$ cat src/rtl/fsm_out_pkg.sv
// constants shared by the fail-safe output manager
package fsm_out_pkg;
  localparam int          CNT_W        = 3;
  localparam logic [2:0]  CNT_START    = 3'h1;
  localparam logic [2:0]  INT_THR_ALT  = 3'h1;
  localparam logic [2:0]  FIN_THR_ALT  = 3'h2;
  localparam logic [2:0]  INT_THR_DEF  = 3'h3;
  localparam logic [2:0]  FIN_THR_DEF  = 3'h6;
  localparam logic [1:0]  WD_LIM_00    = 2'h0;
  localparam logic [1:0]  WD_LIM_01    = 2'h1;
  localparam logic [3:0]  WD_ERR_TRIP  = 4'h6;
  localparam int          CLK_HZ       = 25000000;
  localparam int          BIST_MS      = 16;
  localparam int          BIST_CYC     = BIST_MS * (CLK_HZ / 1000);
  localparam int          RST_PULSE_CYC = 16;
  localparam int          TIMER_W      = 20;
  localparam int          RPULSE_W     = 8;
  typedef enum logic [4:0] {
    ST_BIST   = 5'b00001,
    ST_RUN    = 5'b00010,
    ST_STUCK  = 5'b00100,
    ST_SAFE   = 5'b01000,
    ST_DEEP   = 5'b10000
  } mgr_state_t;
endpackage : fsm_out_pkg

$ cat src/rtl/vote_if.sv
// interface carrying the voted counter between top and voter
`timescale 1ns/1ps
`default_nettype none
interface vote_if;
  logic [2:0] copy_a;
  logic [2:0] copy_b;
  logic [2:0] copy_c;
  logic [2:0] voted;
  logic       mismatch;
  modport voter (input copy_a, copy_b, copy_c, output voted, mismatch);
  modport user  (output copy_a, copy_b, copy_c, input voted, mismatch);
endinterface : vote_if
`default_nettype wire

$ cat src/rtl/triple_voter.sv
// bitwise majority voter for the triplicated reset error counter
`timescale 1ns/1ps
`default_nettype none
module triple_voter (
  vote_if.voter v
);
  // majority per bit; a mismatch tells the owner to set the corrected flag
  always_comb begin
    v.voted    = (v.copy_a & v.copy_b) | (v.copy_a & v.copy_c) | (v.copy_b & v.copy_c);
    v.mismatch = (v.copy_a != v.copy_b) || (v.copy_a != v.copy_c);
  end
endmodule : triple_voter
`default_nettype wire

$ cat src/rtl/failsafe_output_manager.sv
// fail-safe output manager: reset error counter, output mapping, pin checks, self tests
`timescale 1ns/1ps
`default_nettype none
// Contract
// - select one gives thresholds one and two
// - select zero gives thresholds three and six
// - intermediate adds failsafe; final enters deep failsafe
// - each generated reset adds exactly one
// - watchdog count six counts if limit 00/01
// - init refresh error or timeout counts
// - fault pair, supply, drift count if enabled
// - failsafe short, double error, requests count
// - three voted copies, odd copy scrubbed
// - vote correction sets corrected flag
// - counter starts at one after power-up
// - supply faults drop reset, failsafe selectable
// - external pair errors drop failsafe only
// - fault collector or drift drop both
// - watchdog error drops reset only
// - double error detect drops both
// - reference overvoltage drops both
// - reset pin mismatch flags, drops failsafe
// - failsafe pin mismatch flags, drops reset
// - logic self test after power-up
// - analog self test covers monitors, sense paths
// - tests automatic, reset held about 16 ms
// - failed test keeps reset low forever; here low-power-off exit restarts the self tests
// - logic failure stuck reset; analog failure failsafe
module failsafe_output_manager #(
  parameter int BIST_CYCLES = fsm_out_pkg::BIST_CYC
) (
  // clock and reset
  input  wire logic       clk_in,
  input  wire logic       rst_b_in,
  // configuration
  input  wire logic       reset_count_threshold_sel_in,
  input  wire logic [1:0] wd_error_limit_field_in,
  input  wire logic [2:0] supply_fs_enable_in,
  input  wire logic       count_fault_pair_en_in,
  input  wire logic       count_supply_en_in,
  input  wire logic       count_drift_en_in,
  // fault events, same clock
  input  wire logic [3:0] wd_error_count_in,
  input  wire logic       wd_init_refresh_bad_in,
  input  wire logic       wd_timeout_in,
  input  wire logic       wd_error_in,
  input  wire logic [2:0] supply_ov_in,
  input  wire logic [2:0] supply_uv_in,
  input  wire logic [3:0] ref_2v5_ov_in,
  input  wire logic       ext_pair01_err_in,
  input  wire logic       ext_pair45_err_in,
  input  wire logic       mcu_fault_collector_err_in,
  input  wire logic       core_drift_in,
  input  wire logic       double_error_detect_in,
  input  wire logic       sw_reset_req_in,
  input  wire logic       low_power_off_exit_in,
  input  wire logic       wake_io0_in,
  // self test results, same clock
  input  wire logic       logic_self_test_done_in,
  input  wire logic       logic_self_test_fail_in,
  input  wire logic       analog_self_test_done_in,
  input  wire logic       analog_self_test_fail_in,
  // sensed pins
  input  wire logic       reset_pin_sense_in,
  input  wire logic       failsafe_pin_sense_in,
  // outputs
  output logic            mcu_reset_out_n_out,
  output logic            system_failsafe_out_n_out,
  output logic            regulators_off_out,
  output logic            self_test_run_out,
  output logic [2:0]      reset_error_count_out,
  output logic            counter_vote_corrected_flag_out,
  output logic            safe_state_path_fault_flag_out
);
  typedef struct packed {
    fsm_out_pkg::mgr_state_t     st;
    logic [fsm_out_pkg::TIMER_W-1:0]  tmr;
    logic [fsm_out_pkg::RPULSE_W-1:0] rpulse;
    logic [2:0] ca;
    logic [2:0] cb;
    logic [2:0] cc;
    logic       rst_n;
    logic       fs_n;
    logic       regs_off;
    logic       corr;
    logic       path_flt;
    logic [1:0] rs_sync;
    logic [1:0] fs_sync;
    logic       rs_q;
    logic       fs_q;
    logic       io0_q;
    logic       io0_prev;
    logic       wd_trip_prev;
    logic [2:0] rst_d;
    logic [2:0] fs_d;
    logic       io0_meta;
    logic       ext_prev;
    logic       fss_prev;
    logic       st_run;
  } state_t;

  state_t s_r;
  state_t s_nxt;
  vote_if vif ();

  triple_voter u_voter (.v(vif.voter));

  assign vif.copy_a = s_r.ca;
  assign vif.copy_b = s_r.cb;
  assign vif.copy_c = s_r.cc;

  // saturating increment, used only by the event path; the scrub path copies the voted value
  function automatic logic [2:0] sat_inc(input logic [2:0] v, input logic [2:0] lim);
    sat_inc = (v >= lim) ? lim : 3'(v + 3'h1);
  endfunction : sat_inc

  logic [2:0] thr_int;
  logic [2:0] thr_fin;
  logic       wd_trip;
  logic       cnt_evt;
  logic       gen_reset;
  logic       fs_fault;
  logic       rst_fault;
  logic       rst_mis;
  logic       fs_mis;
  logic [2:0] cnt_new;
  logic       ext_rst;
  logic       fs_short;

  // threshold pair chosen by the select bit
  always_comb begin
    thr_int = reset_count_threshold_sel_in ? fsm_out_pkg::INT_THR_ALT
                                           : fsm_out_pkg::INT_THR_DEF;
    thr_fin = reset_count_threshold_sel_in ? fsm_out_pkg::FIN_THR_ALT
                                           : fsm_out_pkg::FIN_THR_DEF;
  end

  // fault to output mapping and pin checks
  always_comb begin
    wd_trip = (wd_error_count_in == fsm_out_pkg::WD_ERR_TRIP) &&
              ((wd_error_limit_field_in == fsm_out_pkg::WD_LIM_00) ||
               (wd_error_limit_field_in == fsm_out_pkg::WD_LIM_01));
    // compare each sensed pin with its command delayed by the sense latency;
    // a plain compare would flag every legal edge of a pin for three cycles
    rst_mis  = (s_r.rst_d[2] != s_r.rs_q);
    fs_mis   = (s_r.fs_d[2] != s_r.fs_q);
    ext_rst  = !s_r.rs_q && s_r.rst_d[2];
    fs_short = s_r.fs_q && !s_r.fs_d[2];
    rst_fault = (|supply_ov_in) || (|supply_uv_in)
              || mcu_fault_collector_err_in || core_drift_in
              || wd_error_in
              || wd_init_refresh_bad_in || wd_timeout_in
              || sw_reset_req_in
              || double_error_detect_in
              || (|ref_2v5_ov_in)
              || fs_mis;
    fs_fault  = (|((supply_ov_in | supply_uv_in) & supply_fs_enable_in))
              || ext_pair01_err_in || ext_pair45_err_in
              || mcu_fault_collector_err_in || core_drift_in
              || double_error_detect_in
              || (|ref_2v5_ov_in)
              || rst_mis;
    // a new reset pulse starts only when none is running, so one pulse counts once
    gen_reset = rst_fault && (s_r.rpulse == '0) && s_r.rst_n;
    cnt_evt = gen_reset
            || (wd_trip && !s_r.wd_trip_prev)
            || wd_init_refresh_bad_in || wd_timeout_in
            || (count_fault_pair_en_in && mcu_fault_collector_err_in)
            || (count_supply_en_in && ((|supply_ov_in) || (|supply_uv_in)))
            || (count_drift_en_in && core_drift_in)
            // double error counts through the reset it generates, once per pulse
            || (fs_short && !s_r.fss_prev)
            || sw_reset_req_in
            || (ext_rst && !s_r.ext_prev);
    cnt_new = cnt_evt ? sat_inc(vif.voted, thr_fin) : vif.voted;
  end

  // next-state logic of the whole manager
  always_comb begin
    s_nxt = s_r;
    s_nxt.rs_sync = {s_r.rs_sync[0], reset_pin_sense_in};
    s_nxt.fs_sync = {s_r.fs_sync[0], failsafe_pin_sense_in};
    s_nxt.rs_q = s_r.rs_sync[1];
    s_nxt.fs_q = s_r.fs_sync[1];
    s_nxt.io0_prev = s_r.io0_q;
    s_nxt.io0_q = s_r.io0_meta;
    s_nxt.io0_meta = wake_io0_in;
    s_nxt.wd_trip_prev = wd_trip;
    // command history matching the pin sense latency
    s_nxt.rst_d = {s_r.rst_d[1:0], s_r.rst_n};
    s_nxt.fs_d = {s_r.fs_d[1:0], s_r.fs_n};
    s_nxt.ext_prev = ext_rst;
    s_nxt.fss_prev = fs_short;
    // scrub: every copy rewritten with the voted value each cycle
    s_nxt.ca = vif.voted;
    s_nxt.cb = vif.voted;
    s_nxt.cc = vif.voted;
    if (vif.mismatch) begin
      s_nxt.corr = 1'b1;
    end
    if (rst_mis || fs_mis) begin
      s_nxt.path_flt = 1'b1;
    end
    unique case (s_r.st)
      fsm_out_pkg::ST_BIST: begin
        // both self tests run on their own; reset is held meanwhile
        s_nxt.rst_n = 1'b0;
        s_nxt.fs_n  = 1'b0;
        // timer holds at its end so a late done never sees a wrapped count
        if (32'(s_r.tmr) < BIST_CYCLES - 1) begin
          s_nxt.tmr = s_r.tmr + 1'b1;
        end
        if (logic_self_test_done_in && logic_self_test_fail_in) begin
          s_nxt.st = fsm_out_pkg::ST_STUCK;
        end else if (analog_self_test_done_in && analog_self_test_fail_in) begin
          s_nxt.st = fsm_out_pkg::ST_SAFE;
        end else if ((32'(s_r.tmr) >= BIST_CYCLES - 1) && logic_self_test_done_in &&
                     analog_self_test_done_in) begin
          s_nxt.st    = fsm_out_pkg::ST_RUN;
          s_nxt.rst_n = 1'b1;
          s_nxt.tmr   = '0;
        end
      end
      fsm_out_pkg::ST_RUN: begin
        s_nxt.ca = cnt_new;
        s_nxt.cb = cnt_new;
        s_nxt.cc = cnt_new;
        if (gen_reset) begin
          s_nxt.rpulse = fsm_out_pkg::RPULSE_W'(fsm_out_pkg::RST_PULSE_CYC);
        end else if (s_r.rpulse != '0) begin
          s_nxt.rpulse = s_r.rpulse - 1'b1;
        end
        // reset stays low while the pulse runs or the fault persists
        s_nxt.rst_n = !(gen_reset || (s_r.rpulse > 1) || rst_fault);
        // failsafe follows its own faults, escalating at the intermediate level
        s_nxt.fs_n  = !(fs_fault || (cnt_new >= thr_int));
        if (cnt_new >= thr_fin) begin
          s_nxt.st       = fsm_out_pkg::ST_DEEP;
          s_nxt.regs_off = 1'b1;
          s_nxt.rst_n    = 1'b0;
          s_nxt.fs_n     = 1'b0;
        end
      end
      fsm_out_pkg::ST_STUCK: begin
        s_nxt.rst_n = 1'b0;
        s_nxt.fs_n  = 1'b0;
      end
      fsm_out_pkg::ST_SAFE: begin
        s_nxt.rst_n = 1'b0;
        s_nxt.fs_n  = 1'b0;
      end
      fsm_out_pkg::ST_DEEP: begin
        s_nxt.rst_n    = 1'b0;
        s_nxt.fs_n     = 1'b0;
        s_nxt.regs_off = 1'b1;
        if (s_r.io0_q != s_r.io0_prev) begin
          s_nxt.st       = fsm_out_pkg::ST_BIST;
          s_nxt.regs_off = 1'b0;
          s_nxt.tmr      = '0;
          s_nxt.ca       = fsm_out_pkg::CNT_START;
          s_nxt.cb       = fsm_out_pkg::CNT_START;
          s_nxt.cc       = fsm_out_pkg::CNT_START;
        end
      end
      default: begin
        s_nxt.st = fsm_out_pkg::ST_SAFE;
      end
    endcase
    // leaving low-power-off restarts self tests with the counter at one
    if (low_power_off_exit_in) begin
      s_nxt.st       = fsm_out_pkg::ST_BIST;
      s_nxt.tmr      = '0;
      s_nxt.rpulse   = '0;
      s_nxt.regs_off = 1'b0;
      s_nxt.rst_n    = 1'b0;
      s_nxt.fs_n     = 1'b0;
      s_nxt.ca       = fsm_out_pkg::CNT_START;
      s_nxt.cb       = fsm_out_pkg::CNT_START;
      s_nxt.cc       = fsm_out_pkg::CNT_START;
    end
    s_nxt.st_run = (s_nxt.st == fsm_out_pkg::ST_BIST);
  end

  // single state register; power-on reset puts the counter at one
  always_ff @(posedge clk_in or negedge rst_b_in) begin
    if (!rst_b_in) begin
      s_r <= '{st: fsm_out_pkg::ST_BIST, tmr: '0, rpulse: '0,
               ca: fsm_out_pkg::CNT_START, cb: fsm_out_pkg::CNT_START,
               cc: fsm_out_pkg::CNT_START, rst_n: 1'b0, fs_n: 1'b0,
               regs_off: 1'b0, corr: 1'b0, path_flt: 1'b0, rs_sync: 2'h0,
               fs_sync: 2'h0, rs_q: 1'b0, fs_q: 1'b0, io0_q: 1'b0,
               io0_prev: 1'b0, wd_trip_prev: 1'b0, rst_d: 3'h0, fs_d: 3'h0,
               io0_meta: 1'b0, ext_prev: 1'b0, fss_prev: 1'b0,
               st_run: 1'b1};
    end else begin
      s_r <= s_nxt;
    end
  end

  // outputs straight from the state register
  assign mcu_reset_out_n_out             = s_r.rst_n;
  assign system_failsafe_out_n_out       = s_r.fs_n;
  assign regulators_off_out              = s_r.regs_off;
  assign self_test_run_out               = s_r.st_run;
  assign reset_error_count_out           = s_r.ca;
  assign counter_vote_corrected_flag_out = s_r.corr;
  assign safe_state_path_fault_flag_out  = s_r.path_flt;

  // checks
  copies_agree_a: assert property (@(posedge clk_in) disable iff (!rst_b_in)
    (s_r.ca == s_r.cb) && (s_r.cb == s_r.cc))
    else $error("counter copies disagree");
  corr_flag_a: assert property (@(posedge clk_in) disable iff (!rst_b_in)
    vif.mismatch |=> s_r.corr)
    else $error("vote correction not flagged");
  sat_limit_a: assert property (@(posedge clk_in) disable iff (!rst_b_in)
    s_r.ca <= fsm_out_pkg::FIN_THR_DEF)
    else $error("counter beyond final threshold");
  deep_entry_a: assert property (@(posedge clk_in) disable iff (!rst_b_in)
    (s_r.st == fsm_out_pkg::ST_RUN && cnt_new >= thr_fin && !low_power_off_exit_in)
    |=> (s_r.st == fsm_out_pkg::ST_DEEP) && s_r.regs_off)
    else $error("final threshold did not enter deep failsafe");
  bist_hold_a: assert property (@(posedge clk_in) disable iff (!rst_b_in)
    (s_r.st == fsm_out_pkg::ST_BIST) |-> !s_r.rst_n)
    else $error("reset released during self test");
  stuck_hold_a: assert property (@(posedge clk_in) disable iff (!rst_b_in)
    (s_r.st == fsm_out_pkg::ST_STUCK) && !low_power_off_exit_in
    |=> $stable(s_r.st) && !s_r.rst_n)
    else $error("left stuck state");
  ext_pair_a: assert property (@(posedge clk_in) disable iff (!rst_b_in)
    (s_r.st == fsm_out_pkg::ST_RUN && ext_pair01_err_in && !low_power_off_exit_in)
    |=> !s_r.fs_n)
    else $error("external pair error kept failsafe high");
  dde_both_a: assert property (@(posedge clk_in) disable iff (!rst_b_in)
    (s_r.st == fsm_out_pkg::ST_RUN && double_error_detect_in && !low_power_off_exit_in)
    |=> !s_r.fs_n && !s_r.rst_n)
    else $error("double error did not drop both");
  rst_mis_a: assert property (@(posedge clk_in) disable iff (!rst_b_in)
    rst_mis |=> s_r.path_flt)
    else $error("reset mismatch not flagged");
  inc_one_a: assert property (@(posedge clk_in) disable iff (!rst_b_in)
    (s_r.st == fsm_out_pkg::ST_RUN && !low_power_off_exit_in && !vif.mismatch)
    |=> (s_r.ca == $past(s_r.ca)) || (s_r.ca == 3'($past(s_r.ca) + 3'h1)))
    else $error("counter moved by more than one");
  cov_deep_c: cover property (@(posedge clk_in) s_r.st == fsm_out_pkg::ST_DEEP);
  cov_run_c: cover property (@(posedge clk_in) s_r.st == fsm_out_pkg::ST_RUN);
  cov_corr_c: cover property (@(posedge clk_in) vif.mismatch);
  fs_mis_a: assert property (@(posedge clk_in) disable iff (!rst_b_in)
    fs_mis |=> s_r.path_flt)
    else $error("failsafe mismatch not flagged");
  wd_reset_a: assert property (@(posedge clk_in) disable iff (!rst_b_in)
    (s_r.st == fsm_out_pkg::ST_RUN && wd_error_in && !low_power_off_exit_in)
    |=> !s_r.rst_n)
    else $error("watchdog error kept reset high");
  pulse_len_a: assert property (@(posedge clk_in) disable iff (!rst_b_in)
    (s_r.st == fsm_out_pkg::ST_RUN && gen_reset && !low_power_off_exit_in)
    |=> !s_r.rst_n [*8])
    else $error("generated reset pulse too short");
  cov_ext_c: cover property (@(posedge clk_in) ext_rst && !s_r.ext_prev);
  cov_stuck_c: cover property (@(posedge clk_in) s_r.st == fsm_out_pkg::ST_STUCK);
endmodule : failsafe_output_manager
`default_nettype wire

$ cat config.mk
export PLATFORM = sky130hd
export DESIGN_NAME = failsafe_output_manager
export DESIGN_NICKNAME = d
export VERILOG_FILES = /design/src/rtl/fsm_out_pkg.sv /design/src/rtl/vote_if.sv /design/src/rtl/triple_voter.sv /design/src/rtl/failsafe_output_manager.sv
export SDC_FILE = /design/constraint.sdc
export NUM_CORES = 1
export LEC_CHECK = 0
export BUFFER_PORTS_ARGS = -buffer_cell sky130_fd_sc_hd__buf_2
export CORE_ASPECT_RATIO = 0.75
export CORE_UTILIZATION = 51
export CTS_CLUSTER_SIZE = 30
export DETAILED_ROUTE_END_ITERATION = 8
export PLACE_DENSITY_LB_ADDON = 0.12
export REMOVE_ABC_BUFFERS = 1
export SLEW_MARGIN = 20
export SYNTH_ARGS = -nofsm -noshare
export SYNTH_HDL_FRONTEND = slang
export SYNTH_SLANG_ARGS = --single-unit
$ cat constraint.sdc
create_clock -name clk_in -period 2.3 [get_ports clk_in]
set_input_delay 0.46 -clock clk_in [delete_from_list [all_inputs] [get_ports clk_in]]
set_output_delay 0.46 -clock clk_in [all_outputs]
set_load 0.05 [all_outputs]
==> results of run 1 <==
## cell usage in the layout (no fill, tap or decap), types with 4 or more instances in the layout
master    netlist  final
nor2_1         22     21
nand2b_1        6      6
dfrtp_1        56     56
o21ai_1        10     10
a21oi_1        17     17
or3_1           8      7
a21o_1          7      7
nand3_1        14     14
buf_2           8     48
and4_1          4      4
o21ai_0         9      9
a31oi_1        20     20
nand4_1         6      6
clkbuf_8        0     10
ha_1            9      7
buf_4           4     31
nor2b_1         6      5
inv_1          11     11
nand2_1        30     30
mux2i_1         4      4
o31ai_1         4      4
o22ai_1         4      4
nor3_1         13     13
## metal layers
metal	vias up	routed length, um	part of all wire [%]	track usage (%)
li1	1426	-	-	-
met1	1373	3972	52	38.85
met2	75	3132	41	34.94
met3	10	365	4.8	7.749
met4	0	112	1.5	8.889
met5	-	0	0	0
## area by class of cell
type / count / area (um2) / area share, %
Sequential cell: 59 / 1480 / 37.08
Clock buffer: 11 / 141.4 / 3.542
Inverter: 11 / 41.29 / 1.034
Clock inverter: 5 / 52.55 / 1.317
Multi-Input combinational cell: 255 / 1685 / 42.23
Tap cell: 78 / 97.59 / 2.445
Timing Repair Buffer: 80 / 493.0 / 12.35
## kinds of logic (layout without fill, tap and decap cells)
kind of cell | after synthesis | in the layout | share of synthesized area [%]
simple gates | 133 | 133 | 22.77
compound gates | 101 | 101 | 20.97
flops | 59 | 59 | 45.43
buf+inv | 28 | 107 | 3.994
fa+ha+maj | 11 | 11 | 4.071
mux | 5 | 5 | 1.575
xor+xnor | 4 | 4 | 1.075
other cells | 1 | 1 | 0.1151
## per-stage QoR
| stage | cells | TNS (ns) | setup WS [ns] | util, % |
|---|---|---|---|---|
| floorplan | 325 | -1.145 | -0.2810 | - |
| global placement | 481 | -0.3618 | -0.3618 | 62.67 |
| detailed placement | 481 | -0.5241 | -0.5241 | 62.67 |
| CTS | 499 | -0.1656 | -0.1656 | 66.44 |
| global route | 499 | -0.3412 | -0.3412 | 66.79 |
| finish | 499 | -0.1261 | -0.1261 | 66.79 |
## worst max path at each step
| stage | startpoint | end | slack, ns | cells past startpoint |
|---|---|---|---|---|
| finish | s_r[36] | system_failsafe_out_n_out | -0.13 | 11 |
| global route | s_r[13] | system_failsafe_out_n_out | -0.34 | 13 |
| CTS | s_r[36] | system_failsafe_out_n_out | -0.17 | 11 |
| detailed placement | wd_init_refresh_bad_in | system_failsafe_out_n_out | -0.52 | 13 |
| global placement | wd_init_refresh_bad_in | system_failsafe_out_n_out | -0.36 | 13 |
| floorplan | wd_init_refresh_bad_in | system_failsafe_out_n_out | -0.28 | 12 |
## registers in the layout, summed over array words and instances, names as in the netlist
register / count
s_r: 41
s_nxt: 10
reset_error_count_out: 3
mcu_reset_out_n_out: 1
regulators_off_out: 1
safe_state_path_fault_flag_out: 1
self_test_run_out: 1
system_failsafe_out_n_out: 1
## what timing repair did
action | 4_1_cts | 5_1_grt
resized for setup | 4 | 4
gates cloned | 0 | 0
setup buffers | 2 | 0
endpoints found under the setup margin | 1 | 2
pin swaps | 6 | 4
## power groups by stage
stage	Clock [uW]	Combinational (uW)	Sequential [uW]
after CTS	955	243	1100
after floorplan	0	114	1120
after global placement	0	233	1110
final	930	244	1100
after global routing	1020	275	1100
after detailed placement	0	240	1120
==> metrics.md, run 1 <==
| Metric | Value |
|---|---|
| Outcome | finished, violations left |
| Failing checks | setup timing |
| Vias/cell | 5.780 |
| Leakage power | 0.001831 uW |
| P_sw | 582.8 uW |
| Register bit total from synthesis | 59 |
| Fin. Hold Viols | 0 |
| Final setup vio count | 1 |
| Commonest cells post-synth | dfrtp_1, nand2_1, nor2_1 |
| Std cell rows | 24 |
| Hold Buf Count CTS | 0 |
| Leading area contributor after synthesis | dfrtp_1 |
| Critical path class | register to register |
| Clk buf depth | 2 |
| Via Count | 2884 |
| Area growth, synth to finish | 22.50% |
| DRT Wirelength | 7582 um |
| IO Pins | 51 |
| DR WL/cell | 15.19 um |
| Fill cell count | 481 |
| Worst relative slew slack | 61.14% |
| IR drop worst, VDD | 0.0004602 V |
| Crit path DAT | 2.67 ns |
| Die H | 71.22 um |
| Worst path required time | 2.54 ns |
| Starting Density | 54.52% |
| All-Layer GR Usage | 25.74% |
| Initial DRC Count | 206 |
| Maxcap violations | 0 |
| Netlist cell types | 67 |
| Share of cells above drive strength 1 | 27.55% |
| Post-synth EDFFs | 0 |
| Post-route ant nets | 0 |
| Pwr dens | 569.4 nW/um2 |
| Clk pwr share | 40.9% |
| Period utilization | 105.5% |
| Most Frequent Cell on Critical Path | a31oi_1 |
| Clk Tree Root Cell | clkbuf_8 |
| Worst Setup End Kind | register |
| Vias in the first global route | 2753 |
| Clk_skew | 0.006192 ns |
| Detail Placement HPWL | 5566 um |
| Hold Worst Slack | 0.1132 ns |
| Yosys top cell area share | 43.01% |
| ANT cells | 0 |
| Mapped cell area | 3258 um2 |
| Design Area, Final | 3991 um2 |
| Nets@finish | 467 |
| Yosys warning count | 0 |
| Net Sw Frac | 25.64% |
| Reg-to-reg slack, setup | -0.13 ns |
| Delay-heaviest family, CP | simple AND/OR/NAND/NOR gates |
| Clock sink total | 59 |
| RSZ-0062 raised after global routing | yes |
| Total grt overflow | 0 |
| Die area | 6715 um2 |
| Cts bufs inserted | 9 |
| Register area share after synthesis | 45.43% |
| TritonRoute pass-1 iters | 4 |
| Logic pwr share | 10.7% |
| Worst setup slack after layout | -0.1261 ns |
| H-tree lvl count | 3 |
| Mean Syn Cell Area | 9.527 um2 |
| Gate Count Post-Synth | 342 |
| Worst Setup Start Kind | register |
| Crit path buf inv count | 0 |
| Final Critical Period | 2.426 ns |
| Placed cell areas | 3745 um2 |
| Crit path cell chain | or3_4 -> and4bb_2 -> o211ai_2 -> nand2_2 -> a31oi_1 -> ha_2 -> nor4b_2 -> nand4_1 -> a31oi_1 -> nand2_1 -> o31ai_1 |
| Largest net degree at the start of global routing | 25 |
| Worst Max-Slew Pin Slew | 0.5829 ns |
| Most common cell in the netlist | dfrtp_1 |
| Main synth FF type | dfrtp_1 |
| Core footprint | 5976 um2 |
| Placer congestion estimate | 0.8411 |
| Worst Hold Class | input port to async pin |
| Initial antenna violation count | 0 |
| Clock transition at the registers of the reported paths | 0.06 ns |
| Largest stage delay on the critical path | 0.39 ns |
| Sequential share of power | 48.3% |
| R2R Path End | system_failsafe_out_n_out |
| Power Internal | 1690 uW |
| Reg-to-Reg Start | s_r[36] |
| Slowest-stage cell, CP | or3_4 |
| FF-to-FF path depth | 11 |
| Drt drc | 0 |
| Fmax | 0.4122 GHz |
| Pwr Total | 2273 uW |
| Die Width | 94.29 um |
| CP Max Fanout | 3 |
| Max Slew Vio Count | 0 |
| First-pass GRT wire length | 13130 um |
| Port Buffers | 48 |
| Post-synthesis async set-or-reset flop share | 100.0% |
| Synth area leaders | dfrtp_1, a31oi_1, ha_1 |
| Worst-Skew Late Latency | 0.34 ns |
| TritonCTS clock tree | done |
No activity file was read; power rests on OpenSTA's default activity.
==> inputs of run 2 (changes only) <==
--- a/config.mk
+++ b/config.mk
@@ -8,6 +8,7 @@
 export BUFFER_PORTS_ARGS = -buffer_cell sky130_fd_sc_hd__buf_2
 export CORE_ASPECT_RATIO = 0.75
 export CORE_UTILIZATION = 51
+export CTS_BUF_LIST = sky130_fd_sc_hd__clkbuf_8 sky130_fd_sc_hd__clkbuf_16
 export CTS_CLUSTER_SIZE = 30
 export DETAILED_ROUTE_END_ITERATION = 8
 export PLACE_DENSITY_LB_ADDON = 0.12
==> run 2 against run 1 <==
Effect of this change:
- clock power is 0.4% lower
- the flow still finishes with violations (setup timing)
- sequential share of layout area stayed put
- utilization stayed put
- largest power group unchanged
- total power is 0.19% lower
- global-route usage stayed put
- count of clock-buffer cells in the layout is 1 lower
- setup slack stayed put
- hold slack stayed put
- maximum frequency stayed put
- critical path depth stayed put
- clock skew stayed put
- largest cell class unchanged
- via count stayed put
==> metrics.md, run 2 (synthesis gave the netlist of run 1 again) <==
| Metric | Value |
|---|---|
| Worst Setup SP | s_r[36] |
| Fmax | 0.4122 GHz (unchanged) |
| RSZ-0062 raised after global routing | yes |
| Hold Worst Slack | 0.1132 ns (unchanged) |
| Worst setup slack after layout | -0.1261 ns (unchanged) |
| Worst Setup Start Kind | register |
| Max Slew Vio Count | 0 (unchanged) |
| Clk_skew | 0.006192 ns (unchanged) |
| DR WL/cell | 15.19 um (about the same) |
| Die area | 6715 um2 (unchanged) |
| Vias/cell | 5.780 (unchanged) |
| IO Pins | 51 (unchanged) |
| Logic pwr share | 10.7% (about the same) |
| Worst Setup EP | system_failsafe_out_n_out |
| Fill cell count | 481 (unchanged) |
| DP Worst Slack | -0.5241 ns (unchanged) |
| TritonRoute pass-1 iters | 4 (unchanged) |
| Commonest non-fill, non-tap cell in the layout | dfrtp_1 |
| Crit path DAT | 2.67 ns (about the same) |
| P_sw | 582.9 uW (about the same) |
| Worst Max-Slew Pin Slew | 0.5829 ns (unchanged) |
| Reg-to-reg slack, setup | -0.13 ns (about the same) |
| Max FFs per register | 41 (unchanged) |
| Die Width | 94.29 um (unchanged) |
| Nets@finish | 467 (unchanged) |
| R2R Path End | system_failsafe_out_n_out |
| Core footprint | 5976 um2 (unchanged) |
| Leakage power | 0.001835 uW (+0.23%) |
| IR drop worst, VDD | 0.0004602 V (about the same) |
| Die H | 71.22 um (unchanged) |
| Final setup vio count | 1 (unchanged) |
| Cts bufs inserted | 9 (unchanged) |
| TritonCTS clock tree | done |
| Period utilization | 105.5% (unchanged) |
| Post-route ant nets | 0 (unchanged) |
| H-tree lvl count | 3 (unchanged) |
| Clk Tree Root Cell | clkbuf_8 |
| Std cell rows | 24 (unchanged) |
| Vias in the first global route | 2753 (unchanged) |
| Worst Setup End Kind | register |
| Clk pwr share | 40.8% (about the same) |
| Critical path class | register to register |
| Clock transition at the registers of the reported paths | 0.06 ns (about the same) |
| Area growth, synth to finish | 22.50% (unchanged) |
| Outcome | finished, violations left |
| Hold Buf Count CTS | 0 (unchanged) |
| All-Layer GR Usage | 25.74% (unchanged) |
| Worst path required time | 2.54 ns (about the same) |
| Starting Density | 54.52% (unchanged) |
| Worst Hold Class | input port to async pin |
| Pwr dens | 568.4 nW/um2 (-0.19%) |
| Failing checks | setup timing |
| DRT Wirelength | 7581 um (about the same) |
| Most frequent cells in the layout | dfrtp_1, buf_2, buf_4, nand2_1, nor2_1 |
| First-pass GRT wire length | 13130 um (unchanged) |
| Largest net degree at the start of global routing | 25 (unchanged) |
| Initial DRC Count | 206 (unchanged) |
| Share of cells above drive strength 1 | 27.55% (unchanged) |
| Fin. Hold Viols | 0 (unchanged) |
| Maxcap violations | 0 (unchanged) |
| Worst-Skew Late Latency | 0.34 ns (about the same) |
| Clock sink total | 59 (unchanged) |
| Via Count | 2884 (unchanged) |
| Design Area, Final | 3991 um2 (unchanged) |
| Drt drc | 0 (unchanged) |
| ANT cells | 0 (unchanged) |
| Clk buf depth | 2 (unchanged) |
| Reg-to-Reg Start | s_r[36] |
| Total grt overflow | 0 (unchanged) |
| Initial antenna violation count | 0 (unchanged) |
| Final Critical Period | 2.426 ns (unchanged) |
| Port Buffers | 48 (unchanged) |
| Sequential share of power | 48.4% (about the same) |
| Power Internal | 1686 uW (-0.27%) |
| Worst relative slew slack | 61.14% (unchanged) |
| Placer congestion estimate | 0.8411 (unchanged) |
| Detail Placement HPWL | 5566 um (unchanged) |
| Net Sw Frac | 25.70% (+0.057 points) |
| CP Max Fanout | 3 (unchanged) |
| FF-to-FF path depth | 11 (unchanged) |
| Top reg by flops | s_r |
| Placed cell areas | 3745 um2 (unchanged) |
-- run 2: power groups by stage --
stage	Combinational (uW)	Sequential (uW)	Clock [uW]
6_report	244	1100	926
5_1_grt	275	1100	1010
4_1_cts	243	1100	951
3_5_place_dp	240	1120	0
3_3_place_gp	233	1110	0
2_1_floorplan	114	1120	0
-- run 2: metrics by stage --
stage | power, uW | std cells | util (%) | setup TNS, ns
global route | 2391 | 499 | 66.79 | -0.3412
finish | 2268 | 499 | 66.79 | -0.1261
global placement | 1347 | 481 | 62.67 | -0.3618
detailed placement | 1356 | 481 | 62.67 | -0.5241
CTS | 2290 | 499 | 66.44 | -0.1656
floorplan | 1234 | 325 | - | -1.145
-- run 2: timing repair --
| action | CTS | global route |
|---|---|---|
| setup buffers | 2 | 0 |
| gates resized for setup | 4 | 4 |
| pin swaps | 6 | 4 |
| endpoints found under the setup margin | 1 | 2 |
-- run 2: cell type report --
cell class / instances / area, um2 / area share, %
multi-input combinational: 255 / 1685 / 42.23
clock inverter: 6 / 56.30 / 1.411
inverter: 11 / 41.29 / 1.034
timing repair buffer: 80 / 493.0 / 12.35
sequential: 59 / 1480 / 37.08
tap: 78 / 97.59 / 2.445
clock buffer: 10 / 137.6 / 3.448
-- run 2: worst min path at each step --
stage,end,cells past startpoint,start,slack (ns)
2_1_floorplan,mcu_reset_out_n_out,0,rst_b_in,0.16
3_3_place_gp,s_r[13],0,s_nxt[13],0.33
3_5_place_dp,s_r[13],0,s_nxt[13],0.33
4_1_cts,s_r[43],1,rst_b_in,0.12
5_1_grt,s_r[43],1,rst_b_in,0.14
6_report,reset_error_count_out[1],1,rst_b_in,0.11
-- run 2: worst max-delay path, stage by stage, from the launching register on --
cell and delay, ns:
dfrtp_1 0.38, or3_4 0.39, and4bb_2 0.32, o211ai_2 0.11, nand2_2 0.12, a31oi_1 0.09
ha_2 0.18, nor4b_2 0.19, nand4_1 0.11, a31oi_1 0.15, nand2_1 0.07, o31ai_1 0.21
-- run 2: per-layer routing --
| layer | vias up | wire (um) | part of all wire (%) | track usage (%) |
|---|---|---|---|---|
| li1 | 1426 | - | - | - |
| met1 | 1373 | 3971 | 52 | 38.85 |
| met3 | 10 | 365 | 4.8 | 7.749 |
| met4 | 0 | 112 | 1.5 | 8.889 |
| met5 | - | 0 | 0 | 0 |
| met2 | 75 | 3132 | 41 | 34.94 |
